`src/rtl/avs_pkg.sv`:
```
// constants for the volume and soft-step control block
// assumes a single 250 MHz clock and page-2 register addresses on the port
package avs_pkg;

    localparam int AVS_ADDR_W = 4;
    localparam int AVS_DATA_W = 16;
    localparam int AVS_CODE_W = 7;
    localparam int AVS_SAMPLE_W = 20;

    typedef logic [AVS_CODE_W-1:0] avs_code_t;
    typedef logic [AVS_ADDR_W-1:0] avs_addr_t;
    typedef logic [AVS_DATA_W-1:0] avs_word_t;

    // register addresses within the audio page
    localparam avs_addr_t AVS_ADDR_ADC = 4'h1;
    localparam avs_addr_t AVS_ADDR_DAC = 4'h2;
    localparam avs_addr_t AVS_ADDR_BYP = 4'h3;

    // field positions, identical for all three registers
    localparam int AVS_LEFT_MUTE_BIT = 15;
    localparam int AVS_LEFT_CODE_HI = 14;
    localparam int AVS_LEFT_CODE_LO = 8;
    localparam int AVS_RIGHT_MUTE_BIT = 7;
    localparam int AVS_RIGHT_CODE_HI = 6;
    localparam int AVS_RIGHT_CODE_LO = 0;

    // reset values of the fields
    localparam logic AVS_MUTE_RESET = 1'h1;
    localparam avs_code_t AVS_ADC_CODE_RESET = 7'h57;
    localparam avs_code_t AVS_DAC_CODE_RESET = 7'h7F;
    localparam avs_code_t AVS_BYP_CODE_RESET = 7'h67;

    // lowest audible level and the mute threshold per path
    localparam avs_code_t AVS_ADC_FLOOR = 7'h07;
    localparam avs_code_t AVS_ADC_THRESH = 7'h07;
    localparam avs_code_t AVS_DAC_FLOOR = 7'h00;
    localparam avs_code_t AVS_DAC_THRESH = 7'h00;
    localparam avs_code_t AVS_BYP_FLOOR = 7'h20;
    localparam avs_code_t AVS_BYP_THRESH = 7'h20;

    // soft-step interval
    localparam int AVS_CLK_PERIOD_PS = 4000;
    localparam int AVS_STEP_TIME_US = 20;
    localparam int AVS_STEP_CYCLES =
        (AVS_STEP_TIME_US * 1000000) / AVS_CLK_PERIOD_PS;
    localparam int AVS_STEP_CNT_W = 16;

endpackage

```
`src/rtl/avs_ramp.sv`:
```
// one soft-stepped gain channel: applied code walks toward its target
// assumes step_en is a one-cycle pulse from the step divider
`timescale 1ns/1ps
`default_nettype none

module avs_ramp
    import avs_pkg::*;
#(
    parameter avs_code_t FLOOR = 7'h00,
    parameter avs_code_t THRESH = 7'h00
) (
    input wire logic ref_clk, // system clock
    input wire logic reset, // synchronous, active high
    input wire logic step_en, // one soft-step update allowed
    input wire logic mute_bit, // stored mute bit
    input wire avs_code_t gain_code, // stored gain code
    input wire avs_code_t reset_code, // applied code after reset
    output avs_code_t applied_code, // gain code now applied
    output logic muted, // path is hard muted
    output logic busy // ramp still moving
);

    avs_code_t applied_r;
    avs_code_t applied_nxt;
    avs_code_t target;
    logic muted_r;
    logic muted_nxt;
    logic want_mute;
    logic at_floor;

    // a code under the threshold acts like the mute bit
    assign want_mute = mute_bit | (gain_code < THRESH);
    // muted: head for the floor, but the stored code is never touched
    assign target = want_mute ? FLOOR : gain_code;
    assign at_floor = (applied_r == FLOOR);

    // one unit per update, never a jump
    assign applied_nxt = !step_en ? applied_r :
        (applied_r < target) ? applied_r + 7'h01 :
        (applied_r > target) ? applied_r - 7'h01 :
        applied_r;

    // mute only after reaching the floor; unmute first, then ramp up
    assign muted_nxt = want_mute ? (muted_r | at_floor) : 1'b0;

    always_ff @(posedge ref_clk) begin
        if (reset) begin
            applied_r <= reset_code;
            muted_r <= 1'b1;
        end else begin
            applied_r <= applied_nxt;
            muted_r <= muted_nxt;
        end
    end

    assign applied_code = applied_r;
    assign muted = muted_r;
    assign busy = (applied_r != target) | (want_mute & ~muted_r);

endmodule

`default_nettype wire

```
`src/rtl/avs_top.sv`:
```
// volume, mute and soft-step control for the adc, dac and bypass paths
// assumes the serial control port has already decoded page-2 accesses
// into single-cycle write and read strobes synchronous to ref_clk
`timescale 1ns/1ps
`default_nettype none

// How it works
// - adc gain code linear in 0.5 dB: 7Fh +20, 57h 0, 07h -40 dB
// - adc code below 07h mutes the channel like its mute bit
// - adc mute ramps gain to lowest then mutes; unmute reverses
// - adc hard mute ties the input to the common-mode reference
// - adc mute keeps stored code; unmute returns to it
// - every adc gain change is soft-stepped, never a jump
// - adc word: 15 left mute, 14-8 left code, 7 right mute, 6-0 right
// - adc reset: both mutes 1, both codes 1010111
// - dac gain 0.5 dB per code: 7Fh 0 dB, 00h -63.5 dB
// - dac mute ramps to lowest then sends zero samples; clear reverses
// - dac mute keeps stored code; unmute returns to it
// - dac word: 15 left mute, 14-8 left code, 7 right mute, 6-0 right
// - dac reset: both mutes 1, both codes 1111111
// - right dac mute acts on right channel only, restoring its code
// - bypass gain 0.5 dB per code: 7Fh +12, 67h 0, 20h -35.5 dB
// - bypass code below 20h mutes that bypass path
// - bypass mute ramps to lowest then cuts the path; clear reverses
// - bypass word: 15 left mute, 14-8 left code; reset 1 and 1100111
// - right bypass half mirrors left; reset mute 1, code 1100111
// - ramp updates every 20 us, or 40 us at half rate
// - read-only done flag is 0 while any ramp runs, else 1
module avs_top
    import avs_pkg::*;
#(
    parameter int STEP_CYCLES = AVS_STEP_CYCLES
) (
    input wire logic ref_clk, // 250 MHz clock
    input wire logic reset, // synchronous, active high
    input wire logic reg_wr_en, // register write strobe
    input wire logic reg_rd_en, // register read strobe
    input wire avs_addr_t reg_addr, // register address in the page
    input wire avs_word_t reg_wdata, // write data
    output avs_word_t reg_rdata, // read data, one cycle after strobe
    output logic reg_rd_valid, // read data valid pulse
    input wire logic softstep_rate_select, // 1 selects half step rate
    output logic softstep_done_flag, // 1 when all ramps are finished
    output avs_code_t adc_left_applied_gain, // left adc stage gain code
    output avs_code_t adc_right_applied_gain, // right adc stage gain code
    output logic adc_left_tie_common_mode, // left input to reference
    output logic adc_right_tie_common_mode, // right input to reference
    output avs_code_t dac_left_applied_gain, // left dac digital gain
    output avs_code_t dac_right_applied_gain, // right dac digital gain
    input wire logic dac_sample_valid, // new sample pair present
    input wire logic [AVS_SAMPLE_W-1:0] dac_left_sample_in, // left sample
    input wire logic [AVS_SAMPLE_W-1:0] dac_right_sample_in, // right sample
    output logic [AVS_SAMPLE_W-1:0] dac_left_sample_out, // to left filter
    output logic [AVS_SAMPLE_W-1:0] dac_right_sample_out, // to right filter
    output logic dac_sample_out_valid, // output sample pair valid
    output avs_code_t bypass_left_applied_gain, // left bypass stage gain
    output avs_code_t bypass_right_applied_gain, // right bypass stage gain
    output logic bypass_left_path_mute, // left line-in to outputs cut
    output logic bypass_right_path_mute // right line-in to outputs cut
);

    // field helpers shared by every register
    function automatic avs_code_t left_code(input avs_word_t w);
        left_code = w[AVS_LEFT_CODE_HI:AVS_LEFT_CODE_LO];
    endfunction

    function automatic avs_code_t right_code(input avs_word_t w);
        right_code = w[AVS_RIGHT_CODE_HI:AVS_RIGHT_CODE_LO];
    endfunction

    function automatic avs_word_t pack_word(input logic lm,
            input avs_code_t lc, input logic rm, input avs_code_t rc);
        pack_word = {lm, lc, rm, rc};
    endfunction

    localparam avs_word_t ADC_RESET = pack_word(AVS_MUTE_RESET,
        AVS_ADC_CODE_RESET, AVS_MUTE_RESET, AVS_ADC_CODE_RESET);
    localparam avs_word_t DAC_RESET = pack_word(AVS_MUTE_RESET,
        AVS_DAC_CODE_RESET, AVS_MUTE_RESET, AVS_DAC_CODE_RESET);
    localparam avs_word_t BYP_RESET = pack_word(AVS_MUTE_RESET,
        AVS_BYP_CODE_RESET, AVS_MUTE_RESET, AVS_BYP_CODE_RESET);
    localparam logic [AVS_STEP_CNT_W-1:0] STEP_LAST =
        AVS_STEP_CNT_W'(STEP_CYCLES - 1);

    // stored registers
    avs_word_t adc_gain_r;
    avs_word_t dac_gain_r;
    avs_word_t byp_gain_r;
    avs_word_t reg_rdata_r;
    avs_word_t rd_mux;
    logic reg_rd_valid_r;

    // address decode
    logic hit_adc;
    logic hit_dac;
    logic hit_byp;
    logic wr_adc;
    logic wr_dac;
    logic wr_byp;

    assign hit_adc = (reg_addr == AVS_ADDR_ADC);
    assign hit_dac = (reg_addr == AVS_ADDR_DAC);
    assign hit_byp = (reg_addr == AVS_ADDR_BYP);
    assign wr_adc = reg_wr_en & hit_adc;
    assign wr_dac = reg_wr_en & hit_dac;
    assign wr_byp = reg_wr_en & hit_byp;

    // field views of the stored words
    logic adc_left_mute;
    logic adc_right_mute;
    avs_code_t adc_left_gain_code;
    avs_code_t adc_right_gain_code;
    logic dac_left_mute;
    logic dac_right_mute;
    avs_code_t dac_left_gain_code;
    avs_code_t dac_right_gain_code;
    logic bypass_left_mute;
    logic bypass_right_mute;
    avs_code_t bypass_left_gain_code;
    avs_code_t bypass_right_gain_code;

    assign adc_left_mute = adc_gain_r[AVS_LEFT_MUTE_BIT];
    assign adc_right_mute = adc_gain_r[AVS_RIGHT_MUTE_BIT];
    assign adc_left_gain_code = left_code(adc_gain_r);
    assign adc_right_gain_code = right_code(adc_gain_r);
    assign dac_left_mute = dac_gain_r[AVS_LEFT_MUTE_BIT];
    assign dac_right_mute = dac_gain_r[AVS_RIGHT_MUTE_BIT];
    assign dac_left_gain_code = left_code(dac_gain_r);
    assign dac_right_gain_code = right_code(dac_gain_r);
    assign bypass_left_mute = byp_gain_r[AVS_LEFT_MUTE_BIT];
    assign bypass_right_mute = byp_gain_r[AVS_RIGHT_MUTE_BIT];
    assign bypass_left_gain_code = left_code(byp_gain_r);
    assign bypass_right_gain_code = right_code(byp_gain_r);

    // the whole word is stored as written; all bits are live fields
    always_ff @(posedge ref_clk) begin
        if (reset) begin
            adc_gain_r <= ADC_RESET;
            dac_gain_r <= DAC_RESET;
            byp_gain_r <= BYP_RESET;
        end else begin
            if (wr_adc) begin
                adc_gain_r <= reg_wdata;
            end
            if (wr_dac) begin
                dac_gain_r <= reg_wdata;
            end
            if (wr_byp) begin
                byp_gain_r <= reg_wdata;
            end
        end
    end

    // reads return the stored words; unmapped addresses read zero
    assign rd_mux = hit_adc ? adc_gain_r :
        hit_dac ? dac_gain_r :
        hit_byp ? byp_gain_r :
        '0;

    always_ff @(posedge ref_clk) begin
        if (reset) begin
            reg_rdata_r <= '0;
            reg_rd_valid_r <= 1'b0;
        end else begin
            reg_rd_valid_r <= reg_rd_en;
            if (reg_rd_en) begin
                reg_rdata_r <= rd_mux;
            end
        end
    end

    assign reg_rdata = reg_rdata_r;
    assign reg_rd_valid = reg_rd_valid_r;

    // step divider: base tick every 20 us, every other tick at half rate
    logic [AVS_STEP_CNT_W-1:0] step_cnt_r;
    logic [AVS_STEP_CNT_W-1:0] step_cnt_nxt;
    logic base_tick;
    logic half_phase_r;
    logic step_en;

    assign base_tick = (step_cnt_r == STEP_LAST);
    assign step_cnt_nxt = base_tick ? '0 : step_cnt_r + 1'b1;
    assign step_en = base_tick &
        (~softstep_rate_select | half_phase_r);

    always_ff @(posedge ref_clk) begin
        if (reset) begin
            step_cnt_r <= '0;
            half_phase_r <= 1'b0;
        end else begin
            step_cnt_r <= step_cnt_nxt;
            if (base_tick) begin
                half_phase_r <= ~half_phase_r;
            end
        end
    end

    // six independent ramps; codes map linearly so the applied code is
    // handed straight to each gain stage
    logic adc_left_muted;
    logic adc_right_muted;
    logic dac_left_muted;
    logic dac_right_muted;
    logic byp_left_muted;
    logic byp_right_muted;
    logic [5:0] ramp_busy;

    avs_ramp #(.FLOOR(AVS_ADC_FLOOR), .THRESH(AVS_ADC_THRESH)) u_adc_left (
        .ref_clk(ref_clk),
        .reset(reset),
        .step_en(step_en),
        .mute_bit(adc_left_mute),
        .gain_code(adc_left_gain_code),
        .reset_code(AVS_ADC_FLOOR),
        .applied_code(adc_left_applied_gain),
        .muted(adc_left_muted),
        .busy(ramp_busy[0])
    );

    avs_ramp #(.FLOOR(AVS_ADC_FLOOR), .THRESH(AVS_ADC_THRESH)) u_adc_right (
        .ref_clk(ref_clk),
        .reset(reset),
        .step_en(step_en),
        .mute_bit(adc_right_mute),
        .gain_code(adc_right_gain_code),
        .reset_code(AVS_ADC_FLOOR),
        .applied_code(adc_right_applied_gain),
        .muted(adc_right_muted),
        .busy(ramp_busy[1])
    );

    avs_ramp #(.FLOOR(AVS_DAC_FLOOR), .THRESH(AVS_DAC_THRESH)) u_dac_left (
        .ref_clk(ref_clk),
        .reset(reset),
        .step_en(step_en),
        .mute_bit(dac_left_mute),
        .gain_code(dac_left_gain_code),
        .reset_code(AVS_DAC_FLOOR),
        .applied_code(dac_left_applied_gain),
        .muted(dac_left_muted),
        .busy(ramp_busy[2])
    );

    // right channel has its own mute and its own ramp
    avs_ramp #(.FLOOR(AVS_DAC_FLOOR), .THRESH(AVS_DAC_THRESH)) u_dac_right (
        .ref_clk(ref_clk),
        .reset(reset),
        .step_en(step_en),
        .mute_bit(dac_right_mute),
        .gain_code(dac_right_gain_code),
        .reset_code(AVS_DAC_FLOOR),
        .applied_code(dac_right_applied_gain),
        .muted(dac_right_muted),
        .busy(ramp_busy[3])
    );

    avs_ramp #(.FLOOR(AVS_BYP_FLOOR), .THRESH(AVS_BYP_THRESH)) u_byp_left (
        .ref_clk(ref_clk),
        .reset(reset),
        .step_en(step_en),
        .mute_bit(bypass_left_mute),
        .gain_code(bypass_left_gain_code),
        .reset_code(AVS_BYP_FLOOR),
        .applied_code(bypass_left_applied_gain),
        .muted(byp_left_muted),
        .busy(ramp_busy[4])
    );

    avs_ramp #(.FLOOR(AVS_BYP_FLOOR), .THRESH(AVS_BYP_THRESH)) u_byp_right (
        .ref_clk(ref_clk),
        .reset(reset),
        .step_en(step_en),
        .mute_bit(bypass_right_mute),
        .gain_code(bypass_right_gain_code),
        .reset_code(AVS_BYP_FLOOR),
        .applied_code(bypass_right_applied_gain),
        .muted(byp_right_muted),
        .busy(ramp_busy[5])
    );

    // hard mute shorts the adc input to the common-mode reference
    assign adc_left_tie_common_mode = adc_left_muted;
    assign adc_right_tie_common_mode = adc_right_muted;

    // bypass path is cut only once its ramp has reached the floor
    assign bypass_left_path_mute = byp_left_muted;
    assign bypass_right_path_mute = byp_right_muted;

    // dac samples: zeros go to the filter while a channel is muted
    logic [AVS_SAMPLE_W-1:0] dac_left_out_r;
    logic [AVS_SAMPLE_W-1:0] dac_right_out_r;
    logic [AVS_SAMPLE_W-1:0] dac_left_sel;
    logic [AVS_SAMPLE_W-1:0] dac_right_sel;
    logic dac_out_valid_r;

    assign dac_left_sel = dac_left_muted ? '0 :
        dac_left_sample_in;
    assign dac_right_sel = dac_right_muted ? '0 :
        dac_right_sample_in;

    always_ff @(posedge ref_clk) begin
        if (reset) begin
            dac_left_out_r <= '0;
            dac_right_out_r <= '0;
            dac_out_valid_r <= 1'b0;
        end else begin
            dac_out_valid_r <= dac_sample_valid;
            if (dac_sample_valid) begin
                dac_left_out_r <= dac_left_sel;
                dac_right_out_r <= dac_right_sel;
            end
        end
    end

    assign dac_left_sample_out = dac_left_out_r;
    assign dac_right_sample_out = dac_right_out_r;
    assign dac_sample_out_valid = dac_out_valid_r;

    // done flag registered so software sees a clean level
    logic done_r;

    always_ff @(posedge ref_clk) begin
        if (reset) begin
            done_r <= 1'b1;
        end else begin
            done_r <= ~(|ramp_busy);
        end
    end

    assign softstep_done_flag = done_r;

endmodule

`default_nettype wire

```
`config.mk`:
```
export PLATFORM = sky130hd
export DESIGN_NAME = avs_top
export DESIGN_NICKNAME = d
export VERILOG_FILES = /design/src/rtl/avs_pkg.sv /design/src/rtl/avs_ramp.sv /design/src/rtl/avs_top.sv
export SDC_FILE = /design/constraint.sdc
export NUM_CORES = 1
export LEC_CHECK = 0
export BUFFER_PORTS_ARGS = -buffer_cell sky130_fd_sc_hd__buf_2
export CAP_MARGIN = 20
export CELL_PAD_IN_SITES_DETAIL_PLACEMENT = 0
export CELL_PAD_IN_SITES_GLOBAL_PLACEMENT = 1
export CORE_UTILIZATION = 42
export CTS_CLUSTER_DIAMETER = 200
export DETAILED_ROUTE_END_ITERATION = 10
export PLACE_DENSITY = 0.89
export SETUP_SLACK_MARGIN = 0.5
export SLEW_MARGIN = 10
export SYNTH_ARGS = -nofsm -noshare
export SYNTH_HDL_FRONTEND = slang
export SYNTH_SLANG_ARGS = --single-unit
```
`constraint.sdc`:
```
create_clock -name ref_clk -period 4.2 [get_ports ref_clk]
set_input_delay 0.21 -clock ref_clk [delete_from_list [all_inputs] [get_ports ref_clk]]
set_output_delay 0.21 -clock ref_clk [all_outputs]
set_load 0.01 [all_outputs]
```
==> impl_metrics.csv <==
group,metric,value,unit
run_status,status,"finished with violations",
run_status,violations,"DRC",
critical_path,cp_common_cell,"a21oi_1",
sta,slew_violations,0,
critical_path,cp_max_fo,8,
worst_hold_path,whs_path_depth,3,
layout,fin_cells,1595,
power_and_ir_drop,p_int,0.00287,W
worst_hold_path,min_to,"dac_right_sample_out[1]",
worst_hold_path,min_path_type,"input pin to flip-flop",
critical_path,cp_cell_sequence,"clkinvlp_4, nand2_1, ha_1, a21oi_1, a21oi_1, or2_2, ha_2, a211oi_1, o21ai_1, or4bb_1, a211oi_2, mux2_1",
critical_path,worstPathRequired,4510,ps
critical_path,crit_slowest_cell,"or4bb_1",
synth,synth_seq_cells,172,
critical_path,path_class,"flip-flop to flip-flop",
die,rows,54,
synth,async_flop_share,0,%
synth,synth_area_leader_cell,"dfxtp_1",
route,drc_errors,9,
sta,rsz0062_at_grt,"true",
die,top_level_ports,171,
critical_path,crit_arrival,3820,ps
grt,grt_pass1_wl,42.3,mm
grt,grt_pass1_vias,8239,
power_and_ir_drop,power_frac_clock,46.6,%
cts,clk_pin_slew,70,ps
synth,ys_warn_count,0,
synth,synth_area,9550,um^2
sta,fin_skew,8.63,ps
grt,antenna_found_initial,1,
run,drv_cap,0,
route,via_per_inst,5.52,
synth,yosysSeqAreaShare,36.1,%
synth,synth-edff-count,0,
sta,hold_viol,0,
sta,worst_slew_pin_slew,1050,ps
route,num_vias,8799,
synth,avgSynthCellArea,8.42,um^2
synth,synth_ff_type,"dfxtp_1",
grt,grt.total_usage,22.4,%
power_and_ir_drop,p_leak,4.88,nW
placed_design,dpl.hpwl,18.7,mm
worst_hold_path,hold_path.startpoint,"dac_right_sample_in[1]",
route,post_drt_wl_per_cell,16.4,um
layout,final_common_cell,"dfxtp_1",
layout,fillers,2118,
layout,fin_nets,1446,
synth,syn_inst,1133,
critical_path,slowest_delay,510,ps
placed_design,dp_cells,1537,
sta,relSlewSlack,30.1,%
placed_design,port_buffers,170,
critical_path,cp-start-kind,"flip-flop",
critical_path,regToRegSetupSlack,690,ps
sta,post-route-min-period,3510,ps
die,start_util,43.3,%
synth,synthTopCellsByArea,"dfxtp_1 (36%), ha_1 (9.6%), a21oi_1 (7.0%), nand2_1 (4.6%), nor2b_1 (3.5%)",
layout,layout_common_cells,"dfxtp_1 (172), buf_2 (169), a21oi_1 (133)",
layout,area_growth,21.5,%
cts,cts_sinks,172,
power_and_ir_drop,p_sw,0.000913,W
sta,hold_ws,6.11,ps
synth,synth_top_area_share,36.1,%
power_and_ir_drop,seq_power_share,44.0,%
die,core,22000,um^2
layout,final_core_util,52.6,%
power_and_ir_drop,swShare,24.1,%
power_and_ir_drop,p_comb_share,9.4,%
power_and_ir_drop,power,0.00379,W
power_and_ir_drop,powerDensity,327,nW/um^2
critical_path,r2r_cells,12,
critical_path,r2r_start,"dac_gain_r[7]",
route,finalWirelength,26.2,mm
cts,cts-root-buf,"clkbuf_16",
cts,clock_latency,430,ps
route,first_pass_iters,8,
synth,ys_types,60,
cts,cts_buffer_depth,2,
sta,setup_viol,0,
grt,grt_max_degree,58,
cts,cts-buffers-inserted,17,
route,drtIter0Drc,559,
synth,synth_nets,1278,
grt,overflow,0,
layout,seqCellArea,3440,um^2
die,dieArea,23300,um^2
die,die_x,153,um
route,drtAntennaViolNets,0,
sta,final.setup.tns,0,ps
critical_path,end_kind,"flip-flop",
sta,min_period_over_period,83.5,%
power_and_ir_drop,max-vdd-ir-drop,0.195,mV
die,die_h,153,um
cts,htreeDepth,4,
sta,fmax,285,MHz
critical_path,r2r_end,"u_dac_right.applied_code[6]",
placed_design,routabilityCongestion,0.910,
layout,multi_input_area,5940,um^2
cts,tritoncts,"yes",
layout,drive_gt1_share,19.6,%
[layer usage]
metal	global-route usage (%)	wire length [um]	up-vias
met5	0	0	-
met4	9.48	747	0
met3	3.95	1150	48
met2	36.4	12100	216
met1	29.3	12200	4133
li1	-	-	4402
[stage by stage]
stage | setup slack (ps) | area, um^2
2_1_floorplan | 712 | 9550
3_3_place_gp | 493 | 10600
3_5_place_dp | 406 | 10600
4_1_cts | 517 | 11400
5_1_grt | 458 | 11600
6_report | 694 | 11600
[cell type report]
class / count / area share, %
multi-input cells: 893 / 51.2
flip-flops and latches: 172 / 29.7
repair buffers: 202 / 9.86
clock buffers: 19 / 3.82
well taps: 280 / 3.02
clock inverters: 13 / 1.85
inverters: 15 / 0.518
diodes: 1 / 0.0216
[what timing repair did]
item	in CTS	in global routing
hold buffers	20	0
endpoints found under the hold margin	20	0
setup endpoints to repair	2	8
gates resized for setup	2	22
setup buffers	0	5
pin swaps	0	2
[synthesized netlist by cell type (16+ instances only)]
library cell	number
ha_1	73
o211ai_1	18
nor2_1	83
a21oi_1	133
nand2_1	117
xnor2_1	17
a22o_1	16
dfxtp_1	172
o21ai_0	57
mux2i_1	16
nor2b_1	54
clkbuf_1	40
nand2b_1	45
nand3_1	66
[registers in the layout, indices dropped and copies added (netlist names), 7 cells and up]
signal / count
dac_left_sample_out: 20
dac_right_sample_out: 20
adc_gain_r: 16
byp_gain_r: 16
dac_gain_r: 16
reg_rdata: 16
step_cnt_r: 16
u_adc_left.applied_code: 7
u_adc_right.applied_code: 7
u_byp_left.applied_code: 7
u_byp_right.applied_code: 7
u_dac_left.applied_code: 7
u_dac_right.applied_code: 7
[power by group through the flow]
stage | sequential [W] | combinational (W) | clock [W]
floorplan | 0.00170 | 0.000218 | 0
global placement | 0.00170 | 0.000329 | 0
detailed placement | 0.00170 | 0.000332 | 0
CTS | 0.00167 | 0.000349 | 0.00179
global route | 0.00167 | 0.000392 | 0.00186
finish | 0.00167 | 0.000355 | 0.00177
[cells by family after synthesis]
group,after synthesis,synth area share [%]
fa+ha+maj,79,10.8
compound gates,304,19.7
mux,22,2.39
xor+xnor,28,2.57
simple gates,460,25.5
buf+inv,68,3.03
flops,172,36.1
[worst max-delay path, delay by kind of cell (launching register included)]
kind,cells,cell delay [ps]
multiplexers,1,340
buffers and inverters,1,190
AND/OR/NAND/NOR,3,970
adder cells (fa/ha/maj),2,660
AO/OA/AOI/OAI,5,780
flip-flops,1,430
[worst max path at each step]
stage	from	to	slack [ps]	depth (start not counted)
2_1_floorplan	adc_gain_r[11]	u_adc_left.applied_code[6]	710	12
3_3_place_gp	adc_gain_r[3]	u_adc_right.applied_code[6]	490	12
3_5_place_dp	adc_gain_r[11]	u_adc_left.applied_code[6]	410	12
4_1_cts	byp_gain_r[13]	u_byp_left.applied_code[6]	520	13
5_1_grt	byp_gain_r[13]	u_byp_left.applied_code[6]	460	13
6_report	dac_gain_r[7]	u_dac_right.applied_code[6]	690	12
No activity file was read; power rests on OpenSTA's default activity.
